--- src/shared/nca_defines.svh ---
`ifndef NCA_DEFINES_SVH
`define NCA_DEFINES_SVH

// Opcode patterns, compared against the top bits of the 9-bit word
`define NCA_OP_LDI_ACC 5'h0B
`define NCA_OP_AI 5'h0A
`define NCA_OP_TAB_FETCH 6'h12
`define NCA_OP_LD_INDEX 3'h3
`define NCA_OP_LD_MEM 7'h19
`define NCA_OP_SWAP 7'h18
`define NCA_OP_SWAP_DEC 7'h1B
`define NCA_OP_SWAP_INC 7'h1A
`define NCA_OP_ADD_MEM 9'h00A
`define NCA_OP_ADD_MEM_C 9'h00B
`define NCA_OP_ROT_RIGHT 9'h01D
`define NCA_OP_LOGIC 9'h041
`define NCA_OP_ROW_INC 9'h013
`define NCA_OP_ROW_DEC 9'h017

// Logic operation selector codes
`define NCA_LOP_XOR 2'h0
`define NCA_LOP_OR 2'h1
`define NCA_LOP_AND 2'h2

// Row index skip points
`define NCA_Y_WRAP_INC 4'h0
`define NCA_Y_WRAP_DEC 4'hF

// Return stack geometry
`define NCA_STACK_DEPTH 4
`define NCA_SP_W 2

// Reset values
`define NCA_RST_NIB 4'h0
`define NCA_RST_PC 10'h000
`define NCA_RST_SP 2'h0

`endif

--- src/shared/nca_pkg.sv ---
package nca_pkg;

  typedef enum logic [1:0] {
    NCA_ST_RUN,
    NCA_ST_TAB_ROM,
    NCA_ST_TAB_RET
  } nca_state_t;

  typedef struct packed {
    logic valid;
    logic [8:0] word;
  } nca_instr_t;

  typedef struct packed {
    logic we;
    logic [5:0] addr;
    logic [3:0] wdata;
  } nca_mem_wr_t;

endpackage

--- src/design/nca_core.sv ---
`timescale 1ns/1ps
`include "nca_defines.svh"

module nca_core (
  input wire logic clk_sys,
  input wire logic rst,
  input wire logic ce,
  input wire nca_pkg::nca_instr_t instr_in,
  input wire logic [3:0] mem_rdata,
  input wire logic [8:0] rom_data,
  input wire logic [2:0] table_page,
  input wire logic table_upper_bit_select,
  input wire logic [1:0] logic_op_mode,
  output logic instr_ready_q,
  output logic [9:0] pc_q,
  output logic [`NCA_SP_W-1:0] sp_q,
  output logic [3:0] acc_q,
  output logic [3:0] reg_b_q,
  output logic carry_q,
  output logic [1:0] col_idx_q,
  output logic [3:0] row_idx_q,
  output logic skip_q,
  output nca_pkg::nca_mem_wr_t mem_wr_q
);
  import nca_pkg::*;

  nca_state_t state_q;
  nca_state_t state_d;
  logic [9:0] ret_stack [`NCA_STACK_DEPTH];
  logic last_ldi_q;
  logic last_ldx_q;

  logic instr_ready_d;
  logic [9:0] pc_d;
  logic [`NCA_SP_W-1:0] sp_d;
  logic [3:0] acc_d;
  logic [3:0] reg_b_d;
  logic carry_d;
  logic [1:0] col_idx_d;
  logic [3:0] row_idx_d;
  logic skip_d;
  logic last_ldi_d;
  logic last_ldx_d;
  nca_mem_wr_t mem_wr_d;
  logic push_en;

  // Decode
  wire [8:0] w = instr_in.word;
  wire take = instr_in.valid && instr_ready_q && (state_q == NCA_ST_RUN);
  wire is_ldi = (w[8:4] == `NCA_OP_LDI_ACC);
  wire is_ai = (w[8:4] == `NCA_OP_AI);
  wire is_tab = (w[8:3] == `NCA_OP_TAB_FETCH);
  wire is_ldx = (w[8:6] == `NCA_OP_LD_INDEX);
  wire is_ldm = (w[8:2] == `NCA_OP_LD_MEM);
  wire is_xch = (w[8:2] == `NCA_OP_SWAP);
  wire is_xch_dec = (w[8:2] == `NCA_OP_SWAP_DEC);
  wire is_xch_inc = (w[8:2] == `NCA_OP_SWAP_INC);
  wire is_swap = is_xch || is_xch_dec || is_xch_inc;
  wire is_addm = (w == `NCA_OP_ADD_MEM);
  wire is_addmc = (w == `NCA_OP_ADD_MEM_C);
  wire is_rot = (w == `NCA_OP_ROT_RIGHT);
  wire is_logic = (w == `NCA_OP_LOGIC);
  wire is_row_inc = (w == `NCA_OP_ROW_INC);
  wire is_row_dec = (w == `NCA_OP_ROW_DEC);

  // A run of the same immediate or index load executes once; the rest act as skipped words
  wire run_skip = (is_ldi && last_ldi_q) || (is_ldx && last_ldx_q);
  wire do_exec = take && !skip_q && !run_skip;

  // Arithmetic
  wire [4:0] sum_mem = {1'b0, acc_q} + {1'b0, mem_rdata};
  wire [4:0] sum_memc = sum_mem + {4'h0, carry_q};
  wire [4:0] sum_ai = {1'b0, acc_q} + {1'b0, w[3:0]};
  wire [3:0] row_inc = row_idx_q + 4'h1;
  wire [3:0] row_dec = row_idx_q - 4'h1;
  wire [1:0] col_xor = col_idx_q ^ w[1:0];
  wire [3:0] lop_xor = acc_q ^ reg_b_q;
  wire [3:0] lop_or = acc_q | reg_b_q;
  wire [3:0] lop_and = acc_q & reg_b_q;
  // Unassigned mode code falls back to XOR so the result is always defined
  wire [3:0] lop_res = (logic_op_mode == `NCA_LOP_OR) ? lop_or :
                       (logic_op_mode == `NCA_LOP_AND) ? lop_and : lop_xor;
  wire [`NCA_SP_W-1:0] sp_dec = sp_q - `NCA_SP_W'(1);

  always_comb begin
    state_d = state_q;
    instr_ready_d = instr_ready_q;
    pc_d = pc_q;
    sp_d = sp_q;
    acc_d = acc_q;
    reg_b_d = reg_b_q;
    carry_d = carry_q;
    col_idx_d = col_idx_q;
    row_idx_d = row_idx_q;
    skip_d = skip_q;
    last_ldi_d = last_ldi_q;
    last_ldx_d = last_ldx_q;
    mem_wr_d = '0;
    push_en = 1'b0;
    case (state_q)
      NCA_ST_RUN: begin
        if (take) begin
          pc_d = pc_q + 10'h001;
          skip_d = 1'b0;
          last_ldi_d = is_ldi;
          last_ldx_d = is_ldx;
        end
        if (do_exec) begin
          if (is_ldi) begin
            acc_d = w[3:0];
          end else if (is_ai) begin
            acc_d = sum_ai[3:0];
          end else if (is_addm) begin
            acc_d = sum_mem[3:0];
          end else if (is_addmc) begin
            acc_d = sum_memc[3:0];
            carry_d = sum_memc[4];
          end else if (is_rot) begin
            acc_d = {carry_q, acc_q[3:1]};
            carry_d = acc_q[0];
          end else if (is_logic) begin
            acc_d = lop_res;
          end else if (is_ldx) begin
            col_idx_d = w[5:4];
            row_idx_d = w[3:0];
          end else if (is_row_inc) begin
            row_idx_d = row_inc;
            skip_d = (row_inc == `NCA_Y_WRAP_INC);
          end else if (is_row_dec) begin
            row_idx_d = row_dec;
            skip_d = (row_dec == `NCA_Y_WRAP_DEC);
          end else if (is_ldm) begin
            acc_d = mem_rdata;
            col_idx_d = col_xor;
          end else if (is_swap) begin
            acc_d = mem_rdata;
            mem_wr_d.we = 1'b1;
            mem_wr_d.addr = {col_idx_q, row_idx_q};
            mem_wr_d.wdata = acc_q;
            col_idx_d = col_xor;
            if (is_xch_dec) begin
              row_idx_d = row_dec;
              skip_d = (row_dec == `NCA_Y_WRAP_DEC);
            end else if (is_xch_inc) begin
              row_idx_d = row_inc;
              skip_d = (row_inc == `NCA_Y_WRAP_INC);
            end
          end else if (is_tab) begin
            push_en = 1'b1;
            sp_d = sp_q + `NCA_SP_W'(1);
            pc_d = {w[2:0], table_page, acc_q};
            instr_ready_d = 1'b0;
            state_d = NCA_ST_TAB_ROM;
          end
        end
      end
      NCA_ST_TAB_ROM: begin
        // ROM answers combinationally for the address now on pc_q
        reg_b_d = rom_data[7:4];
        acc_d = rom_data[3:0];
        if (table_upper_bit_select) begin
          carry_d = rom_data[8];
        end
        sp_d = sp_dec;
        state_d = NCA_ST_TAB_RET;
      end
      NCA_ST_TAB_RET: begin
        pc_d = ret_stack[sp_q];
        instr_ready_d = 1'b1;
        state_d = NCA_ST_RUN;
      end
      default: begin
        state_d = NCA_ST_RUN;
        instr_ready_d = 1'b1;
      end
    endcase
  end

  // The stack holds return addresses only; an overflow wraps silently,
  // so nesting deeper than the stack corrupts the oldest entry.
  always_ff @(posedge clk_sys) begin
    if (ce && push_en) begin
      ret_stack[sp_q] <= pc_q + 10'h001;
    end
  end

  always_ff @(posedge clk_sys) begin
    if (rst) begin
      state_q <= NCA_ST_RUN;
      instr_ready_q <= 1'b1;
      pc_q <= `NCA_RST_PC;
      sp_q <= `NCA_RST_SP;
      skip_q <= 1'b0;
      last_ldi_q <= 1'b0;
      last_ldx_q <= 1'b0;
      mem_wr_q <= '0;
    end else if (ce) begin
      state_q <= state_d;
      instr_ready_q <= instr_ready_d;
      pc_q <= pc_d;
      sp_q <= sp_d;
      skip_q <= skip_d;
      last_ldi_q <= last_ldi_d;
      last_ldx_q <= last_ldx_d;
      mem_wr_q <= mem_wr_d;
    end
  end

  always_ff @(posedge clk_sys) begin
    if (rst) begin
      acc_q <= `NCA_RST_NIB;
      reg_b_q <= `NCA_RST_NIB;
      carry_q <= 1'b0;
      col_idx_q <= 2'h0;
      row_idx_q <= `NCA_RST_NIB;
    end else if (ce) begin
      acc_q <= acc_d;
      reg_b_q <= reg_b_d;
      carry_q <= carry_d;
      col_idx_q <= col_idx_d;
      row_idx_q <= row_idx_d;
    end
  end

endmodule

--- config.mk ---
export PLATFORM = sky130hd
export DESIGN_NAME = nca_core
export DESIGN_NICKNAME = d
export VERILOG_FILES = /design/src/shared/nca_pkg.sv /design/src/design/nca_core.sv
export VERILOG_INCLUDE_DIRS = /design/src /design/src/shared
export SDC_FILE = /design/constraint.sdc
export NUM_CORES = 1
export LEC_CHECK = 0
export ABC_AREA = 1
export BUFFER_PORTS_ARGS = -buffer_cell sky130_fd_sc_hd__buf_2
export CAP_MARGIN = 20
export CORE_ASPECT_RATIO = 0.5
export CORE_MARGIN = 10
export CORE_UTILIZATION = 63
export DETAILED_ROUTE_END_ITERATION = 12
export PLACE_DENSITY = 0.83
export SYNTH_ARGS = -nofsm -noshare
export SYNTH_HDL_FRONTEND = slang
export SYNTH_SLANG_ARGS = --single-unit
--- constraint.sdc ---
create_clock -name clk_sys -period 4.3 [get_ports clk_sys]
set_input_delay 0.645 -clock clk_sys [delete_from_list [all_inputs] [get_ports clk_sys]]
set_output_delay 0.645 -clock clk_sys [all_outputs]
set_load 0.03 [all_outputs]
Word level (Yosys, flattened, before mapping) --
Memory sizes are Yosys's and may differ from the RTL's. A register that Yosys moved wholly into a read port is not among the register bits. Index checks and enable logic that the tools add are counted.
Word-level totals: flip-flop bits (word level) 44, latch bits 0, RAM bits 40, bits in read-only memories 0, input bits 32, output and inout port bits 40, memories 1
Cells by class: $add $sub $neg 8, multiply operators 0, div/mod/pow operators 0, magnitude comparators 0, equality and inequality tests 41, shift-type cells 0, multiplexer cells 138, bitwise gates (word level) 11, reductions and logical operators 30
Memories:
- ret_stack | depth 4, bits a word 10, rd ports 1, clocked after memory_dff 1, write ports 1, line nca_core.sv:29 | logic [9:0] ret_stack [`NCA_STACK_DEPTH];
Operators with widths (number):
- $mux 11 | 13
- $mux 10 | 14
- $mux 4 | 21
- $mux 2 | 33
- $mux 1 | 51
- $ne 2x2->1 const B | 16
- $reduce_and 15->1 | 2
- $eq 7x5->1 const B | 4
- $eq 9x5->1 const B | 3
- $ne 8x8->1 const B | 3
- $reduce_and 12->1 | 2
- $pmux 10 s2 | 1
- $eq 9x4->1 const B | 2
- $reduce_and 14->1 | 1
- $add 10x1->10 const B | 1
- $eq 5x4->1 const B | 2
- $eq 9x7->1 const B | 1
- $ne 9x9->1 const B | 1
- $pmux 2 s2 | 2
- $pmux 4 s2 | 1
- $reduce_and 8->1 | 1
- $logic_and 1x1->1 | 7
- $not 1->1 | 7
- $reduce_and 7->1 | 1
- other kinds (29) | 38

Logic depth before layout (Yosys ltp) --
Gate-level depths: netlist of run 1.
word-level depth 19, depth in mapped cells 17, mapped depth without buffers 17

Worst setup path after synthesis of run 1 --
No wires, ideal clock.
path type input-to-reg, start in instr_in[3] (netlist name), end mem ret_stack[0][0] (enable), library setup time 0.390 ns, arrival time 2.339 ns, data required time 3.910 ns, path slack 1.571 ns, stages on the path 12, cells stage by stage buf_4 -> nand2_1 -> inv_1 -> nand2_1 -> inv_2 -> nand2_4 -> nand2_1 -> nor2_1 -> inv_1 -> nor3_1 -> nand3_1 -> nor3_1
On the way: longest elaborated chain between the ends 19, elaborated cells between the ends (all ways) 30
RTL lines:
- start, declared | line nca_core.sv:8 | input wire nca_pkg::nca_instr_t instr_in,
- $eq 7x5->1 (no source line)
- $logic_or 1x1->1 (2 in series) | line nca_core.sv:58 | wire is_swap = is_xch || is_xch_dec || is_xch_inc;
- $mux 1 | line nca_core.sv:135 | end else if (is_swap) begin
- $mux 1 | line nca_core.sv:132 | end else if (is_ldm) begin
- $mux 1 | line nca_core.sv:129 | end else if (is_row_dec) begin
- $mux 1 | line nca_core.sv:126 | end else if (is_row_inc) begin
- $mux 1 | line nca_core.sv:123 | end else if (is_ldx) begin
- $mux 1 | line nca_core.sv:121 | end else if (is_logic) begin
- [... 2 more ...]
- $mux 1 * | line nca_core.sv:113 | end else if (is_addm) begin
- $mux 1 * | line nca_core.sv:111 | end else if (is_ai) begin
- $mux 1 * | line nca_core.sv:109 | if (is_ldi) begin
- $mux 1 * | line nca_core.sv:108 | if (do_exec) begin
- $mux 1 * | line nca_core.sv:100 | case (state_q)
- $logic_and 1x1->1 * | line nca_core.sv:182 | if (ce && push_en) begin
- $mux 1 * | line nca_core.sv:182
- $mux 1 (implied by the code) * | line nca_core.sv:183 | ret_stack[sp_q] <= pc_q + 10'h001;
- end, declared | line nca_core.sv:29
Every way passes the cells marked *; elsewhere a longest branch is shown, timed or not.

Worst setup path after layout of run 1 --
start in instr_in[8] (netlist name), end mem ret_stack[1][4] (enable)
On the way: longest elaborated chain between the ends 19, elaborated cells between the ends (all ways) 38
RTL lines (line):
- $eq 7x5->1 (no source line)
- $logic_or 1x1->1 (2 in series) | nca_core.sv:58
- $mux 1 | nca_core.sv:135
- $mux 1 | nca_core.sv:132
- $mux 1 | nca_core.sv:129
- $mux 1 | nca_core.sv:126
- $mux 1 | nca_core.sv:123
- $mux 1 | nca_core.sv:121
- [... 2 more ...]
- $mux 1 | nca_core.sv:113
- $mux 1 | nca_core.sv:111
- $mux 1 | nca_core.sv:109
- $mux 1 * | nca_core.sv:108
- $mux 1 * | nca_core.sv:100
- $logic_and 1x1->1 * | nca_core.sv:182
- $mux 1 * | nca_core.sv:182
- $mux 1 (implied by the code) * | nca_core.sv:183
Marks and branches as above.

==> run summary, run 1 <==
The area share of the largest cell type after synthesis came out at 22.9%. The floorplan row count was 23; the worst slew slack as a fraction of its limit was 37.7%. The tools report the maximum number of pins on one net before global-route repair as 33. At the end of the flow, the number of nets in the layout was 825. The tightest min-delay check is of the register to register type. TritonCTS built the clock tree.

The share of flip-flops with an asynchronous set or reset after synthesis is 0%, and the number of buffers created by CTS is 9. Half-perimeter wire length after placement: 11000 µm. The run gives 86 as the number of clock sinks. Among all cell types in the netlist, the one instantiated most often is sky130_fd_sc_hd__nand2_1. Setup repair after global routing left no endpoint under its margin. The number of max-slew violations in the final report was 0; the clock skew after layout was 0.00579 ns. In this run the horizontal extent of the chip is 149 µm. The die covers 0.0126 mm².

The tools report the mapped cell area as 0.00525 mm². Synthesis instantiated 40 different standard cells from the library. The run gives 0 as the number of antenna violations at the first check in global routing. The buffer levels on the longest clock path is 2, and the final antenna-violating net count is 0. The setup check on the worst reg-to-reg path leaves a slack of 1.44 ns. Counting flops with a built-in enable in the synthesized netlist gives 40. The post-synthesis register bit count was 86; the number of iterations in the first detailed-routing pass was 6. The logs give 888 for the filler-free cell count of the finished design and 706 for the number of instances in the synthesized netlist. The final layout contains routed wiring with a total length of 15000 µm. The routed layout has 5135 vias. Including well taps, the total number of placed cells is 872. The synthesis-to-finish area growth works out to 14.1%. Yosys attributes the largest share of cell area to sky130_fd_sc_hd__edfxtp_1 (23%), sky130_fd_sc_hd__dfxtp_1 (18%), sky130_fd_sc_hd__nand2_1 (12%).

For the net switching power, the log shows 0.551 mW. The internal portion of total power is 1.41 mW. The floorplan step set the die height to 84.6 µm. Gates resized during post-CTS repair numbered 0.

Clock latency on the worst-skew pair, taken at its later pin, is 0.35 ns. At the worst endpoint, the arrival time is 2.84 ns. Shortest period the worst path allows: 2.87 ns.

Of the total power, the clock network draws 41.6%. The initial utilization of the core area, before any placement, comes to 65.2%. Critical path startpoint category: a primary input. The worst setup path is of the primary input to register kind. The run gives 0.962 as the final estimated routing congestion in global placement. Adding up every negative setup slack in the final design gives 0 ns. Global routing finished with a remaining overflow of 0. Of the cells placed in the final design, the portion with a size suffix greater than 1 is 15.5%. The logs give 683 for the count of routing violations after the opening detailed-route iteration and 0.00568 mm² for the total cell area at the placement stage.

The count of buffers added on input and output ports is 71. Sequential cells burn 45.4% of the power. Dividing the final minimum period by the clock period gives 66.6%.

The average instance in the mapped netlist occupies 7.44 µm². In this run the worst path has a maximum fanout of 13. The logs give 2.70 nW for the standby leakage power and 24400 µm for the global-route wire length before repair. The number of antenna diodes in the final layout is 0. The post-detailed-route wirelength per cell was 16.9 µm. The logs give 4.27 ns for the worst endpoint required time and 0 for the post-CTS setup buffer count. Clock-pin slew was measured on the worst setup and hold paths at 0.07 ns. In the synthesized netlist the dominant register cell turns out to be sky130_fd_sc_hd__dfxtp_1. IR analysis of the VDD net gives a maximum drop of 0.220 mV. The logs give 4680 for the number of global-route vias before repair and 0 for the number of failing hold endpoints at the final stage. For the I/O pin count, the log shows 72. For this run, design rule violations remaining after detail routing come to 0. The run gives 0.00806 mm² as the core region area. The combinational power share is 13.0%.

The power per cell area works out to 328 mW/mm². CTS placed an instance of sky130_fd_sc_hd__clkbuf_16 at the clock tree root. The hold-fix buffer count after cts is 0, and the fraction of power spent switching nets is 28.1%. In the synthesized netlist, the cells that appear most often are sky130_fd_sc_hd__nand2_1 (167), sky130_fd_sc_hd__nor2_1 (82), sky130_fd_sc_hd__inv_1 (66). Maximum clock frequency: 349 MHz. The actual slew at the worst max-slew pin is 0.931 ns. Max-cap violations in this run came to 0.

After routing the design area is 0.00599 mm². For the post-synthesis sequential area ratio, the log shows 40.4%. STA classifies the critical path endpoint as a register.

The leading area contributor after synthesis was sky130_fd_sc_hd__edfxtp_1. Using the TritonRoute via totals, the vias-per-cell ratio works out to 5.78. For the warning count from the yosys run, the log shows 0. The run finished with clean final reports. The tools report the setup violation total in the final timing report as 0. Counting every net in the synthesized netlist gives 760. Global routing consumed, over all layers together, 23.7% of the routing resources. The deepest level of the CTS H-tree is 3.
## power groups by stage
stage / clock (mW) / combinational (mW) / sequential (mW)
finish: 0.817 / 0.254 / 0.891
CTS: 0.819 / 0.250 / 0.890
global placement: 0 / 0.246 / 0.908
global route: 0.855 / 0.285 / 0.892
floorplan: 0 / 0.158 / 0.922
detailed placement: 0 / 0.248 / 0.908
## worst max-delay path, stage by stage
cell and delay [ns]:
sky130_fd_sc_hd__buf_2 0.12, sky130_fd_sc_hd__inv_2 0.08, sky130_fd_sc_hd__nand3_4 0.13, sky130_fd_sc_hd__inv_2 0.10
sky130_fd_sc_hd__nand2_1 0.09, sky130_fd_sc_hd__nand2_2 0.07, sky130_fd_sc_hd__a21oi_4 0.33, sky130_fd_sc_hd__inv_4 0.13
sky130_fd_sc_hd__nor3_1 0.17, sky130_fd_sc_hd__nand3_1 0.19, sky130_fd_sc_hd__nor2_1 0.75
## cell type report
class | instances | area [µm²]
Fill cell | 664 | 2070
Timing Repair Buffer | 74 | 378
Clock inverter | 7 | 85.1
Tap cell | 112 | 140
Multi-Input combinational cell | 520 | 2740
Clock buffer | 9 | 225
Inverter | 80 | 303
Sequential cell | 86 | 2120
## cell usage in the layout, fill, tap and decap left out, types with 9 or more instances in the layout
master                      instances
sky130_fd_sc_hd__clkbuf_16          9
sky130_fd_sc_hd__inv_1             66
sky130_fd_sc_hd__ha_1              20
sky130_fd_sc_hd__edfxtp_1          40
sky130_fd_sc_hd__nor3_1            10
sky130_fd_sc_hd__inv_2              9
sky130_fd_sc_hd__nand3_1           65
sky130_fd_sc_hd__xor2_1            14
sky130_fd_sc_hd__buf_2             71
sky130_fd_sc_hd__a21oi_1           50
sky130_fd_sc_hd__o211ai_1          12
sky130_fd_sc_hd__nand2_1          167
sky130_fd_sc_hd__o21ai_0           46
sky130_fd_sc_hd__nor2_1            82
sky130_fd_sc_hd__dfxtp_1           46
## registers in the layout, summed over array words and instances (netlist names), named ones only
register       cells
last_ldx_q         1
instr_ready_q      1
sp_q               2
reg_b_q            4
col_idx_q          2
last_ldi_q         1
skip_q             1
carry_q            1
state_q            2
pc_q              10
acc_q              4
ret_stack         40
mem_wr_q          11
row_idx_q          4
## path summary, 6_finish.rpt
| check | startpoint | end | cells past startpoint |
|---|---|---|---|
| worst max-delay path | instr_in[8] | ret_stack[1][4] | 11 |
| worst min-delay path | mem_wr_q[9] | mem_wr_q[9] | 2 |
| worst max register to register | state_q[0] | ret_stack[1][4] | 9 |
| worst min register to register | mem_wr_q[9] | mem_wr_q[9] | 2 |
## layer usage
metal	routed length (µm)	share of wire, %	track usage, %
met5	0	0	0
met4	263	1.8	6.82
met3	1500	10	4.82
met2	6760	45	37.0
met1	6470	43	32.5
## logic make-up (layout without fill, tap and decap cells)
family / count (synthesis) / in the layout / synth area share [%]
adders and majority gates: 22 / 22 / 5.53
muxes: 2 / 2 / 0.381
xor gates and xnor gates: 16 / 16 / 2.67
AOI/OAI and AO/OA: 132 / 132 / 14.7
DFF: 86 / 86 / 40.4
and+or+nand+nor: 348 / 348 / 28.8
buffers and inverters: 100 / 170 / 7.46
## metrics by stage
step	total power, mW	hold slack, ns	setup WS (ns)	utilization (%)
2_1_floorplan	1.08	0.505	1.57	-
3_3_place_gp	1.15	0.450	1.25	70.5
6_report	1.96	0.462	1.43	74.3
4_1_cts	1.96	0.462	1.45	74.3
3_5_place_dp	1.16	0.452	1.10	70.5
5_1_grt	2.03	0.481	1.20	74.3
Power figures use the tool's default switching activity.
==> inputs of run 2 (changes only) <==
--- a/config.mk
+++ b/config.mk
@@ -11,9 +11,9 @@
 export CAP_MARGIN = 20
 export CORE_ASPECT_RATIO = 0.5
 export CORE_MARGIN = 10
-export CORE_UTILIZATION = 63
+export CORE_UTILIZATION = 58
 export DETAILED_ROUTE_END_ITERATION = 12
-export PLACE_DENSITY = 0.83
+export PLACE_DENSITY = 0.77
 export SYNTH_ARGS = -nofsm -noshare
 export SYNTH_HDL_FRONTEND = slang
 export SYNTH_SLANG_ARGS = --single-unit
==> constraint.sdc (replaced) <==
create_clock -name clk_sys -period 2.85 [get_ports clk_sys]
set_input_delay 0.4275 -clock clk_sys [delete_from_list [all_inputs] [get_ports clk_sys]]
set_output_delay 0.4275 -clock clk_sys [all_outputs]
set_load 0.03 [all_outputs]
==> run 2 against run 1 <==
Compared with the run above:
- wire length rose by 0.30%
- flip-flop and latch count unchanged
- via count is 2.4% lower
- critical path depth fell by 1
- utilization shrank 5.3 points
- sequential power rose by 50%
- non-clock buffer count is 9 higher
- first-iteration DRC count shrank 35%
- setup slack worse by 0.83 ns
- clock skew is 0.0042 ns higher
==> run summary, run 2 (synthesized netlist as in run 1, its figures left out) <==
The flow ran to the end, and the final reports show no timing, DRC or antenna violations. The number of failing hold endpoints at the final stage is 0 (unchanged). The critical path goes through nor2_4 > nand3_4 > nor2_2 > nand2_2 > a21oi_4 > inv_4 > nor3_1 > nand3_1 > nor3_1 > buf_4. The buffer levels on the longest clock path was 2 (unchanged).

STA classifies the critical path endpoint as a register. The min-delay analysis places its worst path in the category primary input to register. The floorplan die height works out to 87.3 µm (+3.2%). Width of the chip: 155 µm (+3.7%). The peak fanout along the critical path is 10 (-3). The utilization of the core after routing is 69.0% (-5.3 points). The number of input and output port buffers inserted works out to 71 (unchanged). The worst setup path is launched from a register. The run gives 0.449 ns (-0.648 ns) as the minimum setup slack after placement.

Setup repair after global routing left no endpoint under its margin. Number of max-slew violations in the final report: 0 (unchanged). For the final antenna-violating net count, the log shows 0 (unchanged). The final critical path takes up 78.8% of the cycle. The global router's overall resource usage is 21.9% (-1.9 points), and the worst endpoint required time is 2.89 ns (-1.38 ns). The effective utilization at floorplan was 59.9% (-5.3 points).

The endpoint of the lowest-slack register-to-register path was ret_stack[0][4]. Half-perimeter wire length after placement: 11200 µm (+2.3%). Maximum clock frequency: 445 MHz. The maximum vdd ir drop is 0.413 mV (+88%). The actual slew at the worst max-slew pin works out to 0.660 ns (-0.271 ns).

The run gives 2.93 mW (+49%) as the total power consumption of the routed design. The count of nets after finishing is 834 (+1.1%), and the hold path depth is 3 (+1). The setup violation total in the final timing report was 0 (unchanged). The critical path arrival was 2.28 ns (-0.56 ns). The tools report the number of iterations in the first detailed-routing pass as 5 (-1). The logs give 0 ns (unchanged) for the setup TNS and 24 (+4.3%) for the floorplan row count. For the core region area, the log shows 0.00877 mm² (+8.8%). Clock skew after layout: 0.00999 ns (+0.00420 ns).

The global-route wire length before repair was 24100 µm (-1.0%); the number of antenna violations at the first check in global routing was 0 (unchanged). The critical path capture point was ret_stack[0][4]. Number of cells on the critical path: 10 (-1).

The count of buffer and inverter cells on the critical path is 2 (-2), and the setup slack on the worst flop-to-flop path is 0.60 ns (-0.84 ns). The filler-free cell count of the finished design is 902 (+1.6%). The tools report the worst slew slack as a fraction of its limit as 56.0% (+18 points). The clock insertion delay at the later pin of the skew report was 0.34 ns (about the same); the share of cells above drive strength 1 was 16.3% (+0.84 points). The post-cts repair resize count is 0 (unchanged). The routed wire length is 15000 µm (+0.30%). In the layout the commonest cells are sky130_fd_sc_hd__nand2_1 (167), sky130_fd_sc_hd__nor2_1 (82), sky130_fd_sc_hd__buf_2 (71).

The logs give 5010 (-2.4%) for the number of vias in the routed layout and 0.00605 mm² (+1.1%) for the final standard cell area without fillers. For the number of maximum-capacitance constraint violations, the log shows 0 (unchanged). The tools report the start point of the critical path as state_q[0]. The shortest period the worst path allows works out to 2.25 ns.

The hold-fix buffer count after cts was 0 (unchanged); the worst hold-check slack was 0.366 ns (-0.0962 ns). The area of the die was 0.0135 mm² (+7.0%). The clock transition at the register clock pins on the worst setup and hold paths after CTS was 0.06 ns (about the same); the worst reg2reg path depth was 10 (+1).

The run gives 9 (unchanged) as the number of buffers created by CTS. Post-CTS setup buffer count: 0 (unchanged). The startpoint identified for the worst register-to-register timing path is state_q[0]. Post-detailed-route wirelength per cell: 16.7 µm (-1.3%). The slack of the critical path is 0.605 ns (-0.829 ns). For the DRC violations left, the log shows 0 (unchanged).

The count of routing violations after the opening detailed-route iteration is 447 (-35%), and the synthesis-to-finish area growth is 15.3%. The run gives 0 (unchanged) as the number of antenna diodes. Leaving out fill and tap cells, the most frequent cell in the layout is sky130_fd_sc_hd__nand2_1. Final estimated routing congestion in global placement: 0.971 (+0.98%). For the deepest level of the CTS H-tree, the log shows 3 (unchanged). Power per cell area: 484 mW/mm² (+48%).

The number of vias per cell is 5.55 (-3.9%). Among the stages of the critical path, the cell type that occurs most often is sky130_fd_sc_hd__nor3_1. The tools report the count of fill cells added during filler insertion as 748 (+13%). TritonCTS built the clock tree. ret_stack holds more flip-flops than any other register. The maximum number of pins on one net before global-route repair came out at 32 (-3.0%). The maximum single-stage delay on the critical path works out to 0.36 ns (-0.39 ns).

For this design, the slowest cell found on the critical path is sky130_fd_sc_hd__dfxtp_1. The tools report the number of global-route vias before repair as 4803 (+2.6%). The flip-flop count of the largest register, all copies and words added works out to 40 (unchanged). The standby leakage power was 2.74 nW (+1.3%). The tools report the total cell area at the placement stage as 0.00575 mm² (+1.3%). For the number of clock sinks, the log shows 86 (unchanged). The placed instance count was 886 (+1.6%).

The cell family contributing the most delay on the critical path is simple AND/OR/NAND/NOR gates. The total grt overflow was 0 (unchanged). In this run the clock root is driven by a sky130_fd_sc_hd__clkbuf_16. The tools report the I/O pin count as 72 (unchanged). The largest registers in the layout are ret_stack: 40 flops, mem_wr_q: 11 flops, pc_q: 10 flops. The worst setup path is of the register to register kind.
==> run 2: cell count changes in the layout (fill, tap and decap cells not counted) <==
| cell | before | now |
|---|---|---|
| sky130_fd_sc_hd__buf_4 | 3 | 12 |
| sky130_fd_sc_hd__clkbuf_1 | 0 | 1 |
| sky130_fd_sc_hd__clkinv_4 | 0 | 1 |
| sky130_fd_sc_hd__clkinvlp_4 | 2 | 3 |
| sky130_fd_sc_hd__inv_6 | 2 | 0 |
| sky130_fd_sc_hd__inv_8 | 2 | 1 |
==> run 2: layer usage <==
| metal | vias to the layer above | global-route usage, % | wire, µm |
|---|---|---|---|
| met3 | 14 | 4.19 | 939 |
| met1 | 2284 | 29.5 | 6990 |
| met2 | 194 | 35.3 | 6940 |
| met5 | - | 0 | 0 |
| li1 | 2518 | - | - |
| met4 | 0 | 5.88 | 172 |
==> run 2: layout make-up <==
| type | count | area [µm²] | area share [%] |
|---|---|---|---|
| well taps | 117 | 146 | 2.42 |
| repair buffers | 83 | 445 | 7.36 |
| clock inverters | 6 | 72.6 | 1.20 |
| flip-flops and latches | 86 | 2120 | 35.0 |
| multi-input cells | 520 | 2740 | 45.2 |
| inverters | 80 | 303 | 5.00 |
| clock buffers | 10 | 229 | 3.78 |
==> run 2: worst min-delay path by stage <==
stage	from	end	slack [ns]
floorplan	last_ldx_q	last_ldx_q	0.51
global placement	mem_wr_q[7]	mem_wr_q[7]	0.45
detailed placement	mem_wr_q[9]	mem_wr_q[9]	0.45
CTS	rom_data[7]	reg_b_q[3]	0.37
global route	rom_data[7]	reg_b_q[3]	0.40
finish	rom_data[7]	reg_b_q[3]	0.37
==> run 2: power breakdown <==
part | leakage [nW] | internal [mW] | switching [mW]
Combinational | 1.86 | 0.123 | 0.270
Sequential | 0.741 | 1.31 | 0.0281
Clock | 0.137 | 0.687 | 0.506
==> run 2: worst reg2reg max path: cells and delay by family (launching register included) <==
family                 cells  cell delay (ns)
buffers and inverters      2             0.32
DFF                        1             0.36
and+or+nand+nor            7             1.12
AOI/OAI and AO/OA          1             0.15
==> inputs of run 3 (changes only) <==
--- a/config.mk
+++ b/config.mk
@@ -6,14 +6,14 @@
 export SDC_FILE = /design/constraint.sdc
 export NUM_CORES = 1
 export LEC_CHECK = 0
-export ABC_AREA = 1
+export ABC_AREA = 0
 export BUFFER_PORTS_ARGS = -buffer_cell sky130_fd_sc_hd__buf_2
 export CAP_MARGIN = 20
 export CORE_ASPECT_RATIO = 0.5
 export CORE_MARGIN = 10
 export CORE_UTILIZATION = 58
 export DETAILED_ROUTE_END_ITERATION = 12
-export PLACE_DENSITY = 0.77
+export PLACE_DENSITY = 0.78
 export SYNTH_ARGS = -nofsm -noshare
 export SYNTH_HDL_FRONTEND = slang
 export SYNTH_SLANG_ARGS = --single-unit
==> constraint.sdc (replaced) <==
create_clock -name clk_sys -period 2.31 [get_ports clk_sys]
set_input_delay 0.3465 -clock clk_sys [delete_from_list [all_inputs] [get_ports clk_sys]]
set_output_delay 0.3465 -clock clk_sys [all_outputs]
set_load 0.03 [all_outputs]
==> run 3 against run 2 <==
Compared with the run above:
- setup slack worse by 0.47 ns
- maximum frequency is 3.2% higher
- register-to-register slack worse by 0.47 ns
- largest power group unchanged
- flip-flop and latch count stayed put
- wire length is 4.0% lower
- critical path depth is 1 lower
==> run summary, run 3 <==
The flow ran to the end, and the final reports show no timing, DRC or antenna violations. STA classifies the critical path startpoint as a register. STA classifies the critical path endpoint as a register. The placed instance count was 739 (-17%); the number of maximum-capacitance constraint violations was 0 (unchanged). The half-perimeter wire length after placement was 10700 µm (-4.9%); the total grt overflow was 0 (unchanged).

The critical path in this run is classified as register to register. The count of fill cells added during filler insertion is 646 (-14%). The library cells used most frequently in the layout, excluding fill and tap cells, are sky130_fd_sc_hd__buf_2 (71), sky130_fd_sc_hd__buf_4 (53), sky130_fd_sc_hd__nor2_1 (52). The setup violation total in the final timing report is 0 (unchanged), and the shortest period the worst path allows is 2.18 ns (-0.0688 ns). The tools report the DRC violations left as 0 (unchanged). The synthesis-to-finish area growth was 22.5%. Number of vias in the routed layout: 4663 (-6.9%). The logs give 534 (-24%) for the number of instances in the synthesized netlist and 86 (unchanged) for the number of clock sinks. The worst endpoint required time is 2.56 ns (-0.33 ns). The run gives 2.42 ns (+0.14 ns) as the critical path arrival. The logs give 49.1% (+3.3 points) for the portion of total power attributed to sequential cells and 39.2% (-1.6 points) for the power share of the clock group.

The share of cells above drive strength 1 came out at 26.3% (+10 points). Clock transition at the register clock pins on the worst setup and hold paths after CTS: 0.06 ns (about the same). Counting stages on the worst path, the most repeated cell is sky130_fd_sc_hd__o21ai_0. The deepest level of the CTS H-tree was 3 (unchanged). The logs give 75.2% (+6.1 points) for the utilization of the core after routing and 0.00823 mm² (-6.1%) for the core region area.

The clock skew after layout came out at 0.00668 ns (-0.00330 ns). By area the synthesized netlist is led by sky130_fd_sc_hd__edfxtp_1 (24%), sky130_fd_sc_hd__dfxtp_1 (18%), sky130_fd_sc_hd__ha_1 (5.0%). The root buffer cell chosen for the clock tree is sky130_fd_sc_hd__clkbuf_16.

TritonCTS built the clock tree. The run gives 2.50 mW (+18%) as the internal portion of total power. Walking the worst path, the cells encountered are buf_12 > ha_1 > inv_1 > fa_1 > xor2_1 > o21ai_0 > a221o_1 > o21ai_0 > a311oi_1. The tools report the hold-fix buffer count after cts as 0 (unchanged). The actual slew at the worst max-slew pin works out to 0.598 ns (-0.0619 ns). The peak fanout along the critical path was 8 (-2); the worst slew slack as a fraction of its limit was 60.1% (+4.1 points). The run gives 0.134 ns (-0.471 ns) as the slack of the critical path. The tools report the number of antenna diodes as 0 (unchanged).

The warning count from the yosys run was 0 (unchanged); the number of vias per cell was 6.18 (+11%). Ranked by flip-flop count, first place goes to ret_stack. Library cell contributing the largest single delay on the critical path: sky130_fd_sc_hd__dfxtp_1. By count the netlist is led by sky130_fd_sc_hd__nor2_1 (53), sky130_fd_sc_hd__nand2_1 (49), sky130_fd_sc_hd__dfxtp_1 (46).

Global router's overall resource usage: 21.9% (+0.033 points). The number of input and output port buffers inserted was 71 (unchanged). By instance count, the leading cell after synthesis is sky130_fd_sc_hd__nor2_1. The share of flip-flops with an asynchronous set or reset after synthesis came out at 0% (unchanged).

The number of buffers created by CTS is 9 (unchanged), and the count of buffer and inverter cells on the critical path is 2 (unchanged). The logs give 11.7% (-1.7 points) for the combinational power share and 2.51 nW (-8.4%) for the standby leakage power. The flip-flop count of the largest register, all copies and words added came out at 40 (unchanged). sky130_fd_sc_hd__edfxtp_1 takes more of the synthesized area than any other cell. The final worst-path cycle share was 94.2% (+15 points). The effective utilization at floorplan was 61.3% (+1.5 points). For the filler-free cell count of the finished design, the log shows 755 (-16%).

Total nets after synthesis: 588 (-23%). The post-detailed-route wirelength per cell works out to 19.1 µm (+15%). For the maximum vdd ir drop, the log shows 0.748 mV (+81%). The tools report the area of the die as 0.0131 mm² (-3.2%).

The global-route wire length before repair was 23800 µm (-1.6%); the floorplan row count was 23 (-4.2%). Critical path capture point: acc_q[2]. The final estimated routing congestion in global placement was 0.981 (+0.98%). The logs give 72 (unchanged) for the I/O pin count and 0.13 ns (-0.47 ns) for the setup slack on the worst flop-to-flop path.

Final standard cell area without fillers: 0.00619 mm² (+2.2%). The worst register-to-register path ends at acc_q[2]. The count of routing violations after the opening detailed-route iteration is 561 (+26%). Setup repair after global routing left no endpoint under its margin. The power per cell area came out at 540 mW/mm² (+12%).

The net switching power was 0.842 mW (+4.7%). The worst reg2reg path depth is 9 (-1), and the fraction of power spent switching nets is 25.2% (-2.3 points). Width of the chip: 152 µm (-1.7%). The run gives 0 (unchanged) as the final antenna-violating net count.

The run gives 65 (+63%) as the unique cell type count in the Yosys netlist. The number of max-slew violations in the final report came out at 0 (unchanged). The worst hold-check slack came out at 0.261 ns (-0.105 ns). The tools report the post-synthesis sequential area ratio as 42.0% (+1.6 points). The tools report the startpoint of the worst register-to-register path as acc_q[0].

The tightest min-delay check is of the primary input to register type. The most critical setup path has its startpoint at acc_q[0]. In the final layout, the registers with the most flip-flops are ret_stack: 40 flops, mem_wr_q: 11 flops, pc_q: 10 flops.

The post-synthesis register bit count is 86 (unchanged). The tools report the buffer levels on the longest clock path as 2 (unchanged). The most frequent standard cell in the layout excluding fill and tap cells was sky130_fd_sc_hd__buf_2.

For the maximum clock frequency, the log shows 460 MHz (+3.2%). The maximum single-stage delay on the critical path was 0.42 ns (+0.06 ns). The count of nets after finishing came out at 692 (-17%). The number of cells on the critical path works out to 9 (-1). The logs give 0 (unchanged) for the number of failing hold endpoints at the final stage and 4548 (-5.3%) for the number of global-route vias before repair. The number of antenna violations at the first check in global routing is 0 (unchanged). The mapped cell area was 0.00505 mm² (-3.8%); the number of iterations in the first detailed-routing pass was 5 (unchanged). The clock insertion delay at the later pin of the skew report is 0.34 ns (about the same).

For the maximum number of pins on one net before global-route repair, the log shows 28 (-13%). The tools report the total cell area at the placement stage as 0.00590 mm² (+2.5%). The floorplan die height is 86.0 µm (-1.5%). The most frequently used flop master after synthesis was sky130_fd_sc_hd__dfxtp_1. Area share of the largest cell type after synthesis: 23.8% (+0.91 points). The number of flops mapped to enable cells by yosys was 40 (unchanged); the minimum setup slack after placement was -0.251 ns (-0.700 ns). The routed wire length was 14400 µm (-4.0%). The cell family contributing the most delay on the critical path is compound AO/OA/AOI/OAI gates.

The per-instance average area after synthesis works out to 9.45 µm² (+27%).
-- run 3: cell types whose count changed in the layout (fill, tap and decap cells not counted), sizes merged, moves of 9 or more --
cell,before,now
a211oi,4,13
a21oi,51,32
a22oi,0,11
buf,83,128
inv,77,26
mux4,0,10
nand2,170,49
nand3,69,18
nor2,91,53
o21ai,51,15
xnor2,2,12
-- run 3: power groups by stage --
stage / Clock (mW) / Combinational [mW] / Sequential (mW)
final: 1.31 / 0.391 / 1.64
after global routing: 1.39 / 0.427 / 1.64
after CTS: 1.32 / 0.382 / 1.64
after detailed placement: 0 / 0.379 / 1.67
after global placement: 0 / 0.371 / 1.67
after floorplan: 0 / 0.205 / 1.69
-- run 3: per-stage QoR --
stage | total power [mW] | TNS [ns]
floorplan | 1.90 | -1.16
global placement | 2.04 | -3.02
detailed placement | 2.05 | -5.32
CTS | 3.34 | 0
global route | 3.46 | 0
finish | 3.34 | 0
-- run 3: cell families (layout without fill, tap and decap cells) --
logic type,count (synthesis),count (layout),share of synthesized area [%]
compound gates,128,128,17.6
xor+xnor,23,23,3.99
fa+ha+maj,22,22,5.75
buf+inv,59,168,4.66
flops,86,86,42.0
mux,18,18,6.22
simple gates,198,198,19.8
-- run 3: metal layers --
metal | wire length, µm | track usage (%) | share of wire, %
met1 | 6380 | 28.5 | 44
met4 | 195 | 5.73 | 1.4
met5 | 0 | 0 | 0
met3 | 1290 | 6.68 | 8.9
met2 | 6570 | 34.8 | 45
-- run 3: worst reg2reg max path: stages (launching register included) --
cell and delay, ns:
sky130_fd_sc_hd__dfxtp_1 0.42, sky130_fd_sc_hd__buf_12 0.16, sky130_fd_sc_hd__ha_1 0.17, sky130_fd_sc_hd__inv_1 0.06, sky130_fd_sc_hd__fa_1 0.37, sky130_fd_sc_hd__xor2_1 0.17
sky130_fd_sc_hd__o21ai_0 0.21, sky130_fd_sc_hd__a221o_1 0.20, sky130_fd_sc_hd__o21ai_0 0.08, sky130_fd_sc_hd__a311oi_1 0.25
-- run 3: what timing repair did --
item                                   CTS  global route
setup endpoints to repair                1             2
gates resized for setup                  2             5
buffers inserted                         0             0
pin swaps                                0             2
endpoints found under the hold margin    0             0
-- run 3: cell type report --
| cell class | instances | area, µm² | area share, % |
|---|---|---|---|
| Sequential cell | 86 | 2120 | 34.3 |
| Clock buffer | 11 | 233 | 3.76 |
| Multi-Input combinational cell | 389 | 2730 | 44.2 |
| Timing Repair Buffer | 128 | 833 | 13.5 |
| Tap cell | 112 | 140 | 2.27 |
| Clock inverter | 5 | 33.8 | 0.546 |
| Inverter | 24 | 90.1 | 1.46 |
-- run 3: worst min-delay path by stage --
stage,start,endpoint,slack (ns),cells after the start
detailed placement,last_ldi_q,last_ldi_q,0.48,2
finish,rom_data[7],reg_b_q[3],0.26,3
floorplan,last_ldi_q,last_ldi_q,0.46,2
CTS,rom_data[7],reg_b_q[3],0.25,3
global placement,last_ldi_q,last_ldi_q,0.47,2
global route,rom_data[6],reg_b_q[2],0.26,3
